<file path="src/logic/pau_map.svh">
// register offsets, field positions, reset values and topology codes of the primitive assembly unit
`ifndef PAU_MAP_SVH
`define PAU_MAP_SVH

`define PAU_ADDR_W              8
`define PAU_REG_CFG             8'h00
`define PAU_REG_STATUS          8'h04
`define PAU_REG_OBJ_COUNT       8'h08

`define PAU_CFG_LINE_PV_LSB     0
`define PAU_CFG_TRI_PV_LSB      2
`define PAU_CFG_FAN_PV_LSB      4
`define PAU_CFG_RESET           6'h00

`define PAU_ST_BAD_TOPO         0
`define PAU_ST_OBJ_PENDING      1
`define PAU_ST_MID_PRIM         2

`define PAU_TOPO_W              5
`define PAU_TOPO_POINT_LIST     5'h01
`define PAU_TOPO_POINT_LIST_BF  5'h02
`define PAU_TOPO_LINE_LIST      5'h03
`define PAU_TOPO_LINE_STRIP     5'h04
`define PAU_TOPO_LINE_STRIP_CT  5'h05
`define PAU_TOPO_LINE_STRIP_BF  5'h06
`define PAU_TOPO_LINE_STRIP_CBF 5'h07
`define PAU_TOPO_TRI_LIST       5'h08
`define PAU_TOPO_TRI_STRIP      5'h09
`define PAU_TOPO_TRI_STRIP_REV  5'h0A
`define PAU_TOPO_TRI_FAN        5'h0B
`define PAU_TOPO_TRI_FAN_NP     5'h0C
`define PAU_TOPO_POLYGON        5'h0D
`define PAU_TOPO_RECT_LIST      5'h0E

`define PAU_SHAPE_POINT         2'h0
`define PAU_SHAPE_LINE          2'h1
`define PAU_SHAPE_TRIANGLE      2'h2
`define PAU_SHAPE_RECTANGLE     2'h3

`define PAU_NV_POINT            2'h1
`define PAU_NV_LINE             2'h2
`define PAU_NV_TRIANGLE         2'h3
`define PAU_PV_FIRST            2'h0

`endif

</file>
<file path="src/logic/pau_pkg.sv">
// types shared by the primitive assembly unit
`default_nettype none
`include "pau_map.svh"
package pau_pkg;
	typedef enum logic [`PAU_TOPO_W-1:0] {
		topo_point_list         = `PAU_TOPO_POINT_LIST,
		topo_point_list_bf      = `PAU_TOPO_POINT_LIST_BF,
		topo_line_list          = `PAU_TOPO_LINE_LIST,
		topo_line_strip         = `PAU_TOPO_LINE_STRIP,
		topo_line_strip_ct      = `PAU_TOPO_LINE_STRIP_CT,
		topo_line_strip_bf      = `PAU_TOPO_LINE_STRIP_BF,
		topo_line_strip_cbf     = `PAU_TOPO_LINE_STRIP_CBF,
		topo_tri_list           = `PAU_TOPO_TRI_LIST,
		topo_tri_strip          = `PAU_TOPO_TRI_STRIP,
		strip_reversed_topology = `PAU_TOPO_TRI_STRIP_REV,
		topo_tri_fan            = `PAU_TOPO_TRI_FAN,
		fan_without_pattern     = `PAU_TOPO_TRI_FAN_NP,
		polygon_topology        = `PAU_TOPO_POLYGON,
		rectangle_list_topology = `PAU_TOPO_RECT_LIST
	} pau_topo_e;

	typedef enum logic [1:0] {
		point_shape     = `PAU_SHAPE_POINT,
		line_shape      = `PAU_SHAPE_LINE,
		triangle_shape  = `PAU_SHAPE_TRIANGLE,
		rectangle_shape = `PAU_SHAPE_RECTANGLE
	} pau_shape_e;
endpackage : pau_pkg
`default_nettype wire

</file>
<file path="src/logic/pau_vtx_hist.sv">
// vertex history: first vertex of the topology and the two most recent vertices
`timescale 1ns/1ns
`default_nettype none
module pau_vtx_hist #(
	parameter int REC_W = 58
) (
	// clock and reset
	input  wire logic             mclk,
	input  wire logic             reset,
	// vertex taken
	input  wire logic             take,
	input  wire logic             first,
	input  wire logic [REC_W-1:0] rec_in,
	// history
	output logic      [REC_W-1:0] anchor,
	output logic      [REC_W-1:0] prev1,
	output logic      [REC_W-1:0] prev2
);
	logic [REC_W-1:0] hist_q [0:1];
	logic [REC_W-1:0] anchor_q;

	if (REC_W < 4) begin : g_bad_width
		$error("pau_vtx_hist: record too narrow");
	end

	assign anchor = anchor_q;
	assign prev1  = hist_q[0];
	assign prev2  = hist_q[1];

	// every taken vertex shifts in; old history is still read in the taking cycle
	always_ff @(posedge mclk or posedge reset) begin
		if (reset) begin
			hist_q[0] <= '0;
			hist_q[1] <= '0;
			anchor_q  <= '0;
		end else if (take) begin
			hist_q[0] <= rec_in;
			hist_q[1] <= hist_q[0];
			if (first) begin
				anchor_q <= rec_in;
			end
		end
	end
endmodule : pau_vtx_hist
`default_nettype wire

</file>
<file path="src/logic/pau_primitive_assembly.sv">
// primitive assembly: vertex stream in, point/line/triangle/rectangle objects out
`timescale 1ns/1ns
`default_nettype none
`include "pau_map.svh"
module pau_primitive_assembly #(
	parameter int DATA_W  = 32,
	parameter int LAYER_W = 11,
	parameter int SEL_W   = 4,
	parameter int SIZE_W  = 11
) (
	// clock and reset
	input  wire logic                   mclk,
	input  wire logic                   reset,
	// register port
	input  wire logic [`PAU_ADDR_W-1:0] reg_addr,
	input  wire logic [31:0]            reg_wdata,
	input  wire logic                   reg_write,
	input  wire logic                   reg_read,
	output logic      [31:0]            reg_rdata,
	// vertex stream from the clipper
	input  wire logic                   vtx_valid,
	output logic                        vtx_ready,
	input  wire logic [`PAU_TOPO_W-1:0] topology_kind,
	input  wire logic                   vtx_start,
	input  wire logic                   vtx_end,
	input  wire logic [DATA_W-1:0]      vtx_data,
	input  wire logic [LAYER_W-1:0]     layer_slot_index,
	input  wire logic [SEL_W-1:0]       transform_selector,
	input  wire logic [SIZE_W-1:0]      dot_extent,
	// object stream to the viewport transform
	output logic                        obj_valid,
	input  wire logic                   obj_ready,
	output logic      [1:0]             shape_class,
	output logic      [1:0]             shape_vertex_count,
	output logic      [DATA_W-1:0]      obj_v0,
	output logic      [DATA_W-1:0]      obj_v1,
	output logic      [DATA_W-1:0]      obj_v2,
	output logic                        winding_flip,
	output logic                        rear_face_flag,
	output logic      [1:0]             flat_shade_source,
	output logic                        area_pattern_on,
	output logic                        dash_pattern_resume,
	output logic      [LAYER_W-1:0]     obj_layer,
	output logic      [SEL_W-1:0]       obj_selector,
	output logic      [SIZE_W-1:0]      obj_dot_extent
);
	localparam int REC_W = DATA_W + LAYER_W + SEL_W + SIZE_W;

	if (DATA_W < 1 || LAYER_W < 1 || SEL_W < 1 || SIZE_W < 1 || LAYER_W > 32 || SEL_W > 32) begin : g_bad_param
		$error("pau_primitive_assembly: field widths out of range");
	end

	// record layout {data, layer, selector, size}
	function automatic logic [DATA_W-1:0] rec_data(input logic [REC_W-1:0] r);
		rec_data = r[REC_W-1 -: DATA_W];
	endfunction : rec_data

	function automatic logic [LAYER_W-1:0] rec_layer(input logic [REC_W-1:0] r);
		rec_layer = r[SEL_W+SIZE_W +: LAYER_W];
	endfunction : rec_layer

	function automatic logic [SEL_W-1:0] rec_sel(input logic [REC_W-1:0] r);
		rec_sel = r[SIZE_W +: SEL_W];
	endfunction : rec_sel

	function automatic logic [SIZE_W-1:0] rec_size(input logic [REC_W-1:0] r);
		rec_size = r[SIZE_W-1:0];
	endfunction : rec_size

	// state
	logic        in_ready_q;
	logic        obj_valid_q;
	logic [1:0]  pos_q;
	logic        flip_q;
	logic        resume_q;
	logic        bad_topo_q;
	logic        mid_prim_q;
	logic [5:0]  cfg_q;
	logic [15:0] obj_count_q;
	logic [31:0] rdata_q;

	logic [1:0]         shape_q;
	logic [1:0]         nv_q;
	logic [DATA_W-1:0]  v0_q;
	logic [DATA_W-1:0]  v1_q;
	logic [DATA_W-1:0]  v2_q;
	logic               flip_out_q;
	logic               rear_q;
	logic [1:0]         pv_q;
	logic               area_q;
	logic               dash_q;
	logic [LAYER_W-1:0] layer_q;
	logic [SEL_W-1:0]   sel_q;
	logic [SIZE_W-1:0]  size_q;

	// topology decode
	pau_pkg::pau_topo_e topo;
	assign topo = pau_pkg::pau_topo_e'(topology_kind);

	wire is_point   = topo == pau_pkg::topo_point_list || topo == pau_pkg::topo_point_list_bf;
	wire is_lline   = topo == pau_pkg::topo_line_list;
	wire is_lstrip  = topo == pau_pkg::topo_line_strip || topo == pau_pkg::topo_line_strip_ct
		|| topo == pau_pkg::topo_line_strip_bf || topo == pau_pkg::topo_line_strip_cbf;
	wire is_tlist   = topo == pau_pkg::topo_tri_list;
	wire is_rect    = topo == pau_pkg::rectangle_list_topology;
	wire is_tstrip  = topo == pau_pkg::topo_tri_strip || topo == pau_pkg::strip_reversed_topology;
	wire is_fan_np  = topo == pau_pkg::fan_without_pattern;
	wire is_poly    = topo == pau_pkg::polygon_topology; // clipped objects land here too
	wire is_fan     = topo == pau_pkg::topo_tri_fan || is_fan_np || is_poly;
	wire is_line    = is_lline | is_lstrip;
	wire is_tri     = is_tlist | is_tstrip | is_fan;
	wire is_list    = is_point | is_lline | is_tlist | is_rect;
	// unknown codes such as quads or loops are taken and dropped so the stream never hangs
	wire topo_ok    = is_point | is_line | is_tri | is_rect;

	wire bf_topo    = topo == pau_pkg::topo_point_list_bf || topo == pau_pkg::topo_line_strip_bf
		|| topo == pau_pkg::topo_line_strip_cbf;
	wire cont_topo  = topo == pau_pkg::topo_line_strip_ct || topo == pau_pkg::topo_line_strip_cbf;
	wire rev_topo   = topo == pau_pkg::strip_reversed_topology;

	// vertices per object
	wire [1:0] need_nv = is_point ? `PAU_NV_POINT : (is_line ? `PAU_NV_LINE : `PAU_NV_TRIANGLE);
	wire [1:0] last_pos = need_nv - 2'h1;

	// position in current object; strips saturate so every later vertex closes one object
	wire       take     = vtx_valid & in_ready_q;
	wire       first    = vtx_start | ~mid_prim_q;
	wire [1:0] pos_cur  = first ? 2'h0 : pos_q;
	wire       complete = pos_cur == last_pos;
	wire       emit     = take & topo_ok & complete;
	wire [1:0] pos_next = complete ? (is_list ? 2'h0 : pos_cur) : pos_cur + 2'h1;

	// history records
	wire [REC_W-1:0] cur_rec = {vtx_data, layer_slot_index, transform_selector, dot_extent};
	logic [REC_W-1:0] anchor_rec;
	logic [REC_W-1:0] prev1_rec;
	logic [REC_W-1:0] prev2_rec;

	pau_vtx_hist #(
		.REC_W (REC_W)
	) u_hist (
		.mclk   (mclk),
		.reset  (reset),
		.take   (take),
		.first  (first),
		.rec_in (cur_rec),
		.anchor (anchor_rec),
		.prev1  (prev1_rec),
		.prev2  (prev2_rec)
	);

	// leading vertex: own point, first of line, first of triple/strip triangle, v0 for fans
	wire [REC_W-1:0] lead_rec = is_point ? cur_rec : (is_line ? prev1_rec : (is_fan ? anchor_rec : prev2_rec));

	// object vertex order
	wire [DATA_W-1:0] v0_d = is_point ? rec_data(cur_rec) : (is_line ? rec_data(prev1_rec)
		: (is_fan ? rec_data(anchor_rec) : rec_data(prev2_rec)));
	wire [DATA_W-1:0] v1_d = is_point ? '0 : (is_line ? rec_data(cur_rec) : rec_data(prev1_rec));
	wire [DATA_W-1:0] v2_d = (is_point | is_line) ? '0 : rec_data(cur_rec);

	wire [1:0] shape_d = is_point ? `PAU_SHAPE_POINT : (is_line ? `PAU_SHAPE_LINE
		: (is_rect ? `PAU_SHAPE_RECTANGLE : `PAU_SHAPE_TRIANGLE));

	// flat shade source per class; polygons pinned to vertex 0
	wire [1:0] line_pv = cfg_q[`PAU_CFG_LINE_PV_LSB +: 2];
	wire [1:0] tri_pv  = cfg_q[`PAU_CFG_TRI_PV_LSB +: 2];
	wire [1:0] fan_pv  = cfg_q[`PAU_CFG_FAN_PV_LSB +: 2];
	wire [1:0] pv_d    = (is_point | is_poly) ? `PAU_PV_FIRST : (is_line ? line_pv : (is_fan ? fan_pv : tri_pv));

	// strip winding: the flag for this triangle, reloaded at every new strip
	wire flip_cur  = first ? rev_topo : flip_q;
	wire flip_d    = is_tstrip & flip_cur;
	wire rear_d    = bf_topo & (is_point | is_line);
	wire area_d    = is_tri & ~is_fan_np;
	wire resume_c  = first ? cont_topo : resume_q;
	wire dash_d    = is_lstrip & resume_c; // line lists always restart

	// register decode
	wire sel_cfg    = reg_addr == `PAU_REG_CFG;
	wire sel_status = reg_addr == `PAU_REG_STATUS;
	wire sel_count  = reg_addr == `PAU_REG_OBJ_COUNT;
	wire clr_bad    = reg_write & sel_status & reg_wdata[`PAU_ST_BAD_TOPO];

	logic [31:0] status_word;
	always_comb begin
		status_word                      = '0;
		status_word[`PAU_ST_BAD_TOPO]    = bad_topo_q;
		status_word[`PAU_ST_OBJ_PENDING] = obj_valid_q;
		status_word[`PAU_ST_MID_PRIM]    = mid_prim_q;
	end

	wire [31:0] read_mux = sel_cfg ? {26'h0, cfg_q} : (sel_status ? status_word
		: (sel_count ? {16'h0000, obj_count_q} : 32'h00000000));

	// the output slot holds one object; input waits while it is occupied
	wire obj_valid_d = emit | (obj_valid_q & ~obj_ready);

	always_ff @(posedge mclk or posedge reset) begin
		if (reset) begin
			obj_valid_q <= 1'b0;
			in_ready_q  <= 1'b1;
		end else begin
			obj_valid_q <= obj_valid_d;
			in_ready_q  <= ~obj_valid_d;
		end
	end

	// sequencing through the topology
	always_ff @(posedge mclk or posedge reset) begin
		if (reset) begin
			pos_q      <= 2'h0;
			flip_q     <= 1'b0;
			resume_q   <= 1'b0;
			mid_prim_q <= 1'b0;
		end else if (take) begin
			pos_q      <= pos_next;
			mid_prim_q <= ~vtx_end;
			flip_q     <= emit ? ~flip_cur : flip_cur;
			resume_q   <= emit ? 1'b1 : resume_c; // later strip lines continue
		end
	end

	// object slot; loaded only when the slot is free
	always_ff @(posedge mclk or posedge reset) begin
		if (reset) begin
			shape_q    <= `PAU_SHAPE_POINT;
			nv_q       <= `PAU_NV_POINT;
			v0_q       <= '0;
			v1_q       <= '0;
			v2_q       <= '0;
			flip_out_q <= 1'b0;
			rear_q     <= 1'b0;
			pv_q       <= `PAU_PV_FIRST;
			area_q     <= 1'b0;
			dash_q     <= 1'b0;
			layer_q    <= '0;
			sel_q      <= '0;
			size_q     <= '0;
		end else if (emit) begin
			shape_q    <= shape_d;
			nv_q       <= need_nv;
			v0_q       <= v0_d;
			v1_q       <= v1_d;
			v2_q       <= v2_d;
			flip_out_q <= flip_d;
			rear_q     <= rear_d;
			pv_q       <= pv_d;
			area_q     <= area_d;
			dash_q     <= dash_d;
			layer_q    <= rec_layer(lead_rec);
			sel_q      <= rec_sel(lead_rec);
			size_q     <= is_point ? rec_size(cur_rec) : '0;
		end
	end

	// registers
	always_ff @(posedge mclk or posedge reset) begin
		if (reset) begin
			cfg_q       <= `PAU_CFG_RESET;
			bad_topo_q  <= 1'b0;
			obj_count_q <= 16'h0000;
			rdata_q     <= 32'h00000000;
		end else begin
			if (reg_write & sel_cfg) begin
				cfg_q <= reg_wdata[5:0];
			end
			// a new bad code in the clearing cycle keeps the flag set
			bad_topo_q  <= (take & ~topo_ok) | (bad_topo_q & ~clr_bad);
			obj_count_q <= (reg_write & sel_count) ? 16'h0000 : obj_count_q + {15'h0, emit};
			rdata_q     <= reg_read ? read_mux : 32'h00000000;
		end
	end

	assign reg_rdata           = rdata_q;
	assign vtx_ready           = in_ready_q;
	assign obj_valid           = obj_valid_q;
	assign shape_class         = shape_q;
	assign shape_vertex_count  = nv_q;
	assign obj_v0              = v0_q;
	assign obj_v1              = v1_q;
	assign obj_v2              = v2_q;
	assign winding_flip        = flip_out_q;
	assign rear_face_flag      = rear_q;
	assign flat_shade_source   = pv_q;
	assign area_pattern_on     = area_q;
	assign dash_pattern_resume = dash_q;
	assign obj_layer           = layer_q;
	assign obj_selector        = sel_q;
	assign obj_dot_extent      = size_q;
endmodule : pau_primitive_assembly
`default_nettype wire

</file>
<file path="config.mk">
export PLATFORM = sky130hd
export DESIGN_NAME = pau_primitive_assembly
export DESIGN_NICKNAME = d
export VERILOG_FILES = /design/src/logic/pau_pkg.sv /design/src/logic/pau_vtx_hist.sv /design/src/logic/pau_primitive_assembly.sv
export VERILOG_INCLUDE_DIRS = /design/src /design/src/logic
export SDC_FILE = /design/constraint.sdc
export NUM_CORES = 1
export LEC_CHECK = 0
export BUFFER_PORTS_ARGS = -buffer_cell sky130_fd_sc_hd__buf_2
export CAP_MARGIN = 0
export CORE_AREA = 2 2 198 151
export DETAILED_ROUTE_END_ITERATION = 10
export DIE_AREA = 0 0 200 153
export PLACE_DENSITY = 0.73
export SLEW_MARGIN = 0
export SYNTH_ARGS = -nofsm -noshare
export SYNTH_HDL_FRONTEND = slang
export SYNTH_SLANG_ARGS = --single-unit
</file>
<file path="constraint.sdc">
create_clock -name mclk -period 19.9 [get_ports mclk]
set_clock_uncertainty 0.05 [all_clocks]
set_input_delay 0.995 -clock mclk [delete_from_list [all_inputs] [get_ports mclk]]
set_output_delay 0.995 -clock mclk [all_outputs]
set_load 0.02 [all_outputs]
</file>
==> results_dict.tcl, run 1 <==
set metrics [dict create \
    status "finished, final reports clean" \
    startpoint_type "primary input" \
    rows 54 \
    core_sq_um 28720 \
    cp.arrival_ns 4.79 \
    hold_path_startpoint "u_hist.prev2[48]" \
    reg2reg_to "obj_count_q[14]" \
    clk_latency_ns 0.51 \
    tightest_slew_ns 1.198 \
    antenna_found_initial 2 \
    ys_seq_area_share_pct 56.20 \
    cts_hold_buffers 0 \
    dieArea_sq_um 30600 \
    cts-resized-gates 0 \
    clkTransAtPathRegs_ns 0.06 \
    clock_sinks 319 \
    power.density_nw_per_um2 121.6 \
    pre_cts_ws_ns 14.92 \
    rsz0062_at_grt "false" \
    layout_commonest_cell "nand2_1" \
    setup_viol 0 \
    hpwl_um 20070 \
    grt_pass1_wl_um 54630 \
    syn_inst 1288 \
    holdPathEnd "u_hist.prev2[48]" \
    layout_common_cells "nand2_1 (345), dfrtp_1 (317), buf_2 (234)" \
    switching_share_pct 31.97 \
    cap_violations 0 \
    p_total_mw 2.026 \
    finalHoldViolCount 0 \
    io_buffers 234 \
    place_congestion 0.7812 \
    yosys_warnings 0 \
    drive_gt1_share_pct 29.66 \
    cp_max_fo 56 \
    timing.fmax_mhz 224.0 \
    cts_tree "built" \
    grt_max_degree 103 \
    min_period_over_period_pct 22.44 \
    min_path_type "reg2reg" \
    start_util_pct 49.48 \
    p_sw_mw 0.6479 \
    fp.dieH_um 153 \
    drt-total-wl_um 33780 \
    h-tree-depth 2 \
    p_leak_nw 8.398 \
    peakVddDrop_mv 0.07919 \
    grt_overflow_total 0 \
    drc_errors 0 \
    nets 1599 \
    cts_setup_buffers 0 \
    avgSynthCellArea_sq_um 11.03 \
    grt_usage_pct 22.37 \
    power_frac_seq_pct 43.7 \
    whs_ns 0.4272 \
    synth.distinct_cells 53 \
    period_needed_ns 4.465 \
    drt_pre_antenna_iters 4 \
    critPathRequiredTime_ns 20.22 \
    end_kind "flop" \
    viasPerCell 5.366 \
    fp.dieW_um 200 \
    finalSetupTns_ns 0 \
    clock-root-buffer "clkbuf_16" \
    ys_ff_latch 319 \
    cts_buffer_depth 3 \
    internal-power_mw 1.378 \
    drv_slew 0 \
    criticalPathCategory "in2reg" \
    num_io_pins 277 \
    slew_headroom_pct 20.12 \
    numCtsBuffers 35 \
    combPwrFrac_pct 25.1 \
    async_flop_share_pct 100.0 \
    hold_depth 2 \
    p_clk_share_pct 31.2 \
    crit_start "topology_kind[3]" \
    synth_edf_count 0 \
    ys.flop_type "dfrtp_1" \
    antenna_left 0 \
    drt_iter0_drc 582 \
    vias 10200 \
    area_delta_synth_final_pct 17.29 \
    timing.final.ws_setup_ns 15.44 \
    wl_per_cell_um 17.77 \
    timing.reg2reg.setup_slack_ns 15.78 \
    reg2reg_depth 10 \
    grt_pass1_vias 10300 \
    r2r-start "mid_prim_q" \
    syn_area_sq_um 14210 \
]
flip-flops by register name, indices dropped and copies added, names as in the netlist, 2 cells and up:
register            count
cfg_q                   6
flat_shade_source       2
obj_count_q            16
obj_dot_extent         11
obj_layer              11
obj_selector            4
obj_v0                 32
obj_v1                 32
obj_v2                 32
pos_q                   2
reg_rdata              16
shape_class             2
shape_vertex_count      2
u_hist.anchor          47
u_hist.prev1           47
u_hist.prev2           47
how the worst max path moves through the flow:
stage                            to
finish              obj_count_q[14]
global route        obj_count_q[14]
CTS                 obj_count_q[14]
detailed placement  obj_count_q[14]
global placement    obj_count_q[15]
floorplan           area_pattern_on
worst max-delay path, stage by stage:
cell	delay [ns]
buf_2	0.17
nor2_1	0.43
nand2_1	0.31
xnor2_1	0.35
and4b_4	0.71
buf_4	0.77
ha_1	0.38
and4_1	0.30
nand2_1	0.09
xor2_1	0.17
nor2_1	0.05
metrics by stage:
step,util [%],cells,cell area (sq um)
6_report,58.04,1901,16670
2_1_floorplan,-,1303,14260
5_1_grt,58.03,1900,16660
3_5_place_dp,54.15,1841,15550
4_1_cts,58.02,1899,16660
3_3_place_gp,54.15,1841,15550
power by group through the flow:
stage | Clock [mW] | Combinational [mW] | Sequential, mW
finish | 0.632 | 0.509 | 0.885
global route | 0.669 | 0.554 | 0.906
CTS | 0.646 | 0.517 | 0.885
detailed placement | 0 | 0.515 | 0.894
global placement | 0 | 0.502 | 0.888
floorplan | 0 | 0.209 | 1.01
synthesized netlist by cell type (2+ instances only):
cell type  number  area share, %
a221o_1        47            3.3
mux2_1          5           0.40
a22o_1         79            4.9
a21o_1          4           0.21
nand2_1       347            9.2
buf_4          26            1.4
nor3_1          8           0.28
a21oi_1        10           0.35
xnor2_1         7           0.43
o21ai_0         8           0.28
nor2_1         35           0.92
buf_6           5           0.40
nand3_1         8           0.28
nor2b_1         8           0.35
buf_1           9           0.24
and2_1         12           0.53
dfrtp_1       317             56
mux2i_1        53            3.7
dfstp_2         2           0.37
clkbuf_1       56            1.5
buf_2           3           0.11
and4_1          2           0.12
a31oi_1         2          0.088
inv_1          50            1.3
nand2b_1        5           0.22
xor2_1         11           0.68
o221ai_1        2           0.12
mux2_2        134             11
nand4_1         2          0.088
and3_1          6           0.26
ha_1            2           0.18
nand3b_1        2           0.11
area by class of cell:
| type | instances | area [sq um] |
|---|---|---|
| Fill cell | 2398 | 12050 |
| Sequential cell | 319 | 7985 |
| Multi-Input combinational cell | 835 | 5624 |
| Timing Repair Buffer | 245 | 1254 |
| Clock buffer | 50 | 1045 |
| Tap cell | 392 | 490.5 |
| Inverter | 50 | 195.2 |
| Clock inverter | 8 | 67.56 |
| Antenna cell | 2 | 5.005 |
cells by family (layout without fill, tap and decap cells):
kind of cell             after synthesis  count (layout)  share of synthesized area (%)
multiplexers                         192             192                          14.75
AND/OR/NAND/NOR                      445             445                          12.94
buffers and inverters                149             353                          4.914
XOR/XNOR                              19              19                          1.224
AO/OA/AOI/OAI                        161             161                          9.766
adder cells (fa/ha/maj)                2               2                         0.1761
other                                  1              18                        0.02639
flip-flops                           319             319                          56.20
metal layers:
metal,track usage (%),part of all wire [%],vias to the layer above
met5,0,0.038,-
met4,5.467,1.9,2
met3,5.031,7.4,52
met2,35.45,45,315
met1,31.38,46,5073
li1,-,-,4758
Power figures use the tool's default switching activity.
==> run 2, diff against run 1 <==
- PLACE_DENSITY: 0.73 -> 0.76
- clock period: 19.9 -> 3.9 ns (I/O delays scaled with it)
==> run 2 against run 1 <==
  * Hold slack got worse by 0.38 ns
  * Die area did not move
  * First-iteration DRC count rose by 24%
  * Non-clock buffer count rose by 78
  * Sequential share of layout area fell by 2.3 points
  * Highest routed layer is now met4
  * Flip-flop and latch count did not move
  * Setup slack got worse by 15 ns
  * Clock power rose to 5.3 times the previous value
  * Critical endpoint is now obj_v0[22]
  * Global-route usage rose by 0.45 points
==> results_dict.tcl, run 2 (synthesis results as in run 1) <==
set metrics [dict create \
    multi_input_area_sq_um 5624 \
    min_period_over_period_pct 78.27 \
    start_util_pct 49.48 \
    clkTransAtPathRegs_ns 0.06 \
    post_dp_cell_area_sq_um 15640 \
    place_congestion 0.7905 \
    nFillCells 2242 \
    cp_max_fo 91 \
    setup_viol 0 \
    criticalPathCategory "reg2reg" \
    grt_max_degree 138 \
    reg2reg_depth 6 \
    grt_pass1_wl_um 55980 \
    viasPerCell 5.377 \
    clock-root-buffer "clkbuf_16" \
    power.density_nw_per_um2 601.4 \
    vias 10630 \
    path_cells "nor2b_1 > nand2_1 > xnor2_1 > and4b_4 > buf_12 > mux2_2" \
    hpwl_um 20330 \
    holdPathEnd "shape_class[0]" \
    startpoint_type "flop" \
    cts-resized-gates 0 \
    rsz0062_at_grt "false" \
    hold_path_startpoint "topology_kind[4]" \
    timing.fmax_mhz 327.6 \
    timing.reg2reg.setup_slack_ns 0.85 \
    antenna_left 0 \
    numCtsBuffers 34 \
    drt_iter0_drc 719 \
    cts_buffer_depth 3 \
    drc_errors 0 \
    cp.arrival_ns 3.39 \
    critPathMaxStageDelay_ns 0.54 \
    drt_pre_antenna_iters 5 \
    drt-total-wl_um 34410 \
    timing.final.ws_setup_ns 0.8474 \
    layout_commonest_cell "nand2_1" \
    seq_area_sq_um 7985 \
    cts_hold_buffers 72 \
    layout_common_cells "nand2_1 (345), dfrtp_1 (317), buf_2 (234)" \
    drive_gt1_share_pct 28.64 \
    fp.dieH_um 153 \
    p_leak_nw 8.762 \
    fp.dieW_um 200 \
    finalHoldViolCount 0 \
    slew_headroom_pct 39.79 \
    pre_cts_ws_ns 0.8965 \
    nets 1676 \
    diodes 0 \
    clock_sinks 319 \
    area_delta_synth_final_pct 23.34 \
    wl_per_cell_um 17.41 \
    core_sq_um 28720 \
    r2r-start "mid_prim_q" \
    finalSetupTns_ns 0 \
    status "finished, final reports clean" \
    cts_tree "built" \
    hold_depth 3 \
    h-tree-depth 2 \
    grt_pass1_vias 10780 \
    slowest_stage "and4b_4" \
    grt_overflow_total 0 \
    rows 54 \
    min_path_type "in2reg" \
    drv_slew 0 \
    cts_setup_buffers 0 \
    cap_violations 0 \
    io_buffers 234 \
    antenna_found_initial 0 \
    tightest_slew_ns 0.9032 \
    peakVddDrop_mv 0.3663 \
    reg2reg_to "obj_v0[22]" \
    fin_area_sq_um 17520 \
    grt_usage_pct 22.83 \
    end_kind "flop" \
    clk_latency_ns 0.52 \
    critPathRequiredTime_ns 4.24 \
    dieArea_sq_um 30600 \
    period_needed_ns 3.053 \
    num_io_pins 277 \
]
-- run 2: cell count changes in the layout (fill, tap and decap cells not counted) --
| cell | delta |
|---|---|
| buf_4 | +2 |
| clkinvlp_4 | +1 |
| diode_2 | -2 |
| buf_12 | +4 |
| bufinv_16 | +2 |
| clkbuf_1 | -1 |
| inv_8 | -1 |
| clkinv_2 | -1 |
| dlygate4sd3_1 | +72 |
-- run 2: cell type report --
cell class | count | share of cell area [%]
timing repair buffer | 323 | 11.81
clock buffer | 49 | 5.940
multi-input combinational | 835 | 32.09
tap | 392 | 2.799
clock inverter | 9 | 0.6997
sequential | 319 | 45.57
inverter | 50 | 1.092
-- run 2: how the worst max path moves through the flow --
stage / start / to / slack (ns) / depth (start not counted)
after floorplan: reset / area_pattern_on / -0.60 / 1
after global placement: mid_prim_q / obj_v1[23] / 0.97 / 6
after detailed placement: mid_prim_q / obj_v0[20] / 0.90 / 6
after CTS: mid_prim_q / obj_selector[3] / 0.86 / 6
after global routing: mid_prim_q / obj_selector[3] / 0.70 / 6
final: mid_prim_q / obj_v0[22] / 0.85 / 6
-- run 2: power breakdown --
group          switching [mW]  internal, mW
clock network            1.30          2.05
logic                    1.59          1.09
registers               0.437          4.08
-- run 2: worst max-delay path, delay by kind of cell (launching register included) --
family	cells	cell delay, ns
AND/OR/NAND/NOR	3	1.22
multiplexers	1	0.40
XOR/XNOR	1	0.30
buffers and inverters	1	0.51
flip-flops	1	0.39
-- run 2: per-layer routing --
| layer | vias to the layer above | GRT usage (%) | routed length (um) |
|---|---|---|---|
| li1 | 4914 | - | - |
| met1 | 5329 | 31.37 | 15430 |
| met2 | 324 | 36.84 | 16060 |
| met3 | 64 | 4.898 | 2198 |
| met4 | 0 | 6.067 | 724 |
| met5 | - | 0 | 0 |
-- run 2: metrics by stage --
step	hold WS, ns	util, %	instances	power [mW]
3_3_place_gp	0.09128	54.47	1847	7.090
4_1_cts	0.01823	61.03	1977	10.62
6_report	0.04272	61.03	1977	10.54
2_1_floorplan	0.2504	-	1303	6.230
5_1_grt	0.04860	61.03	1977	11.08
3_5_place_dp	0.09097	54.47	1847	7.188
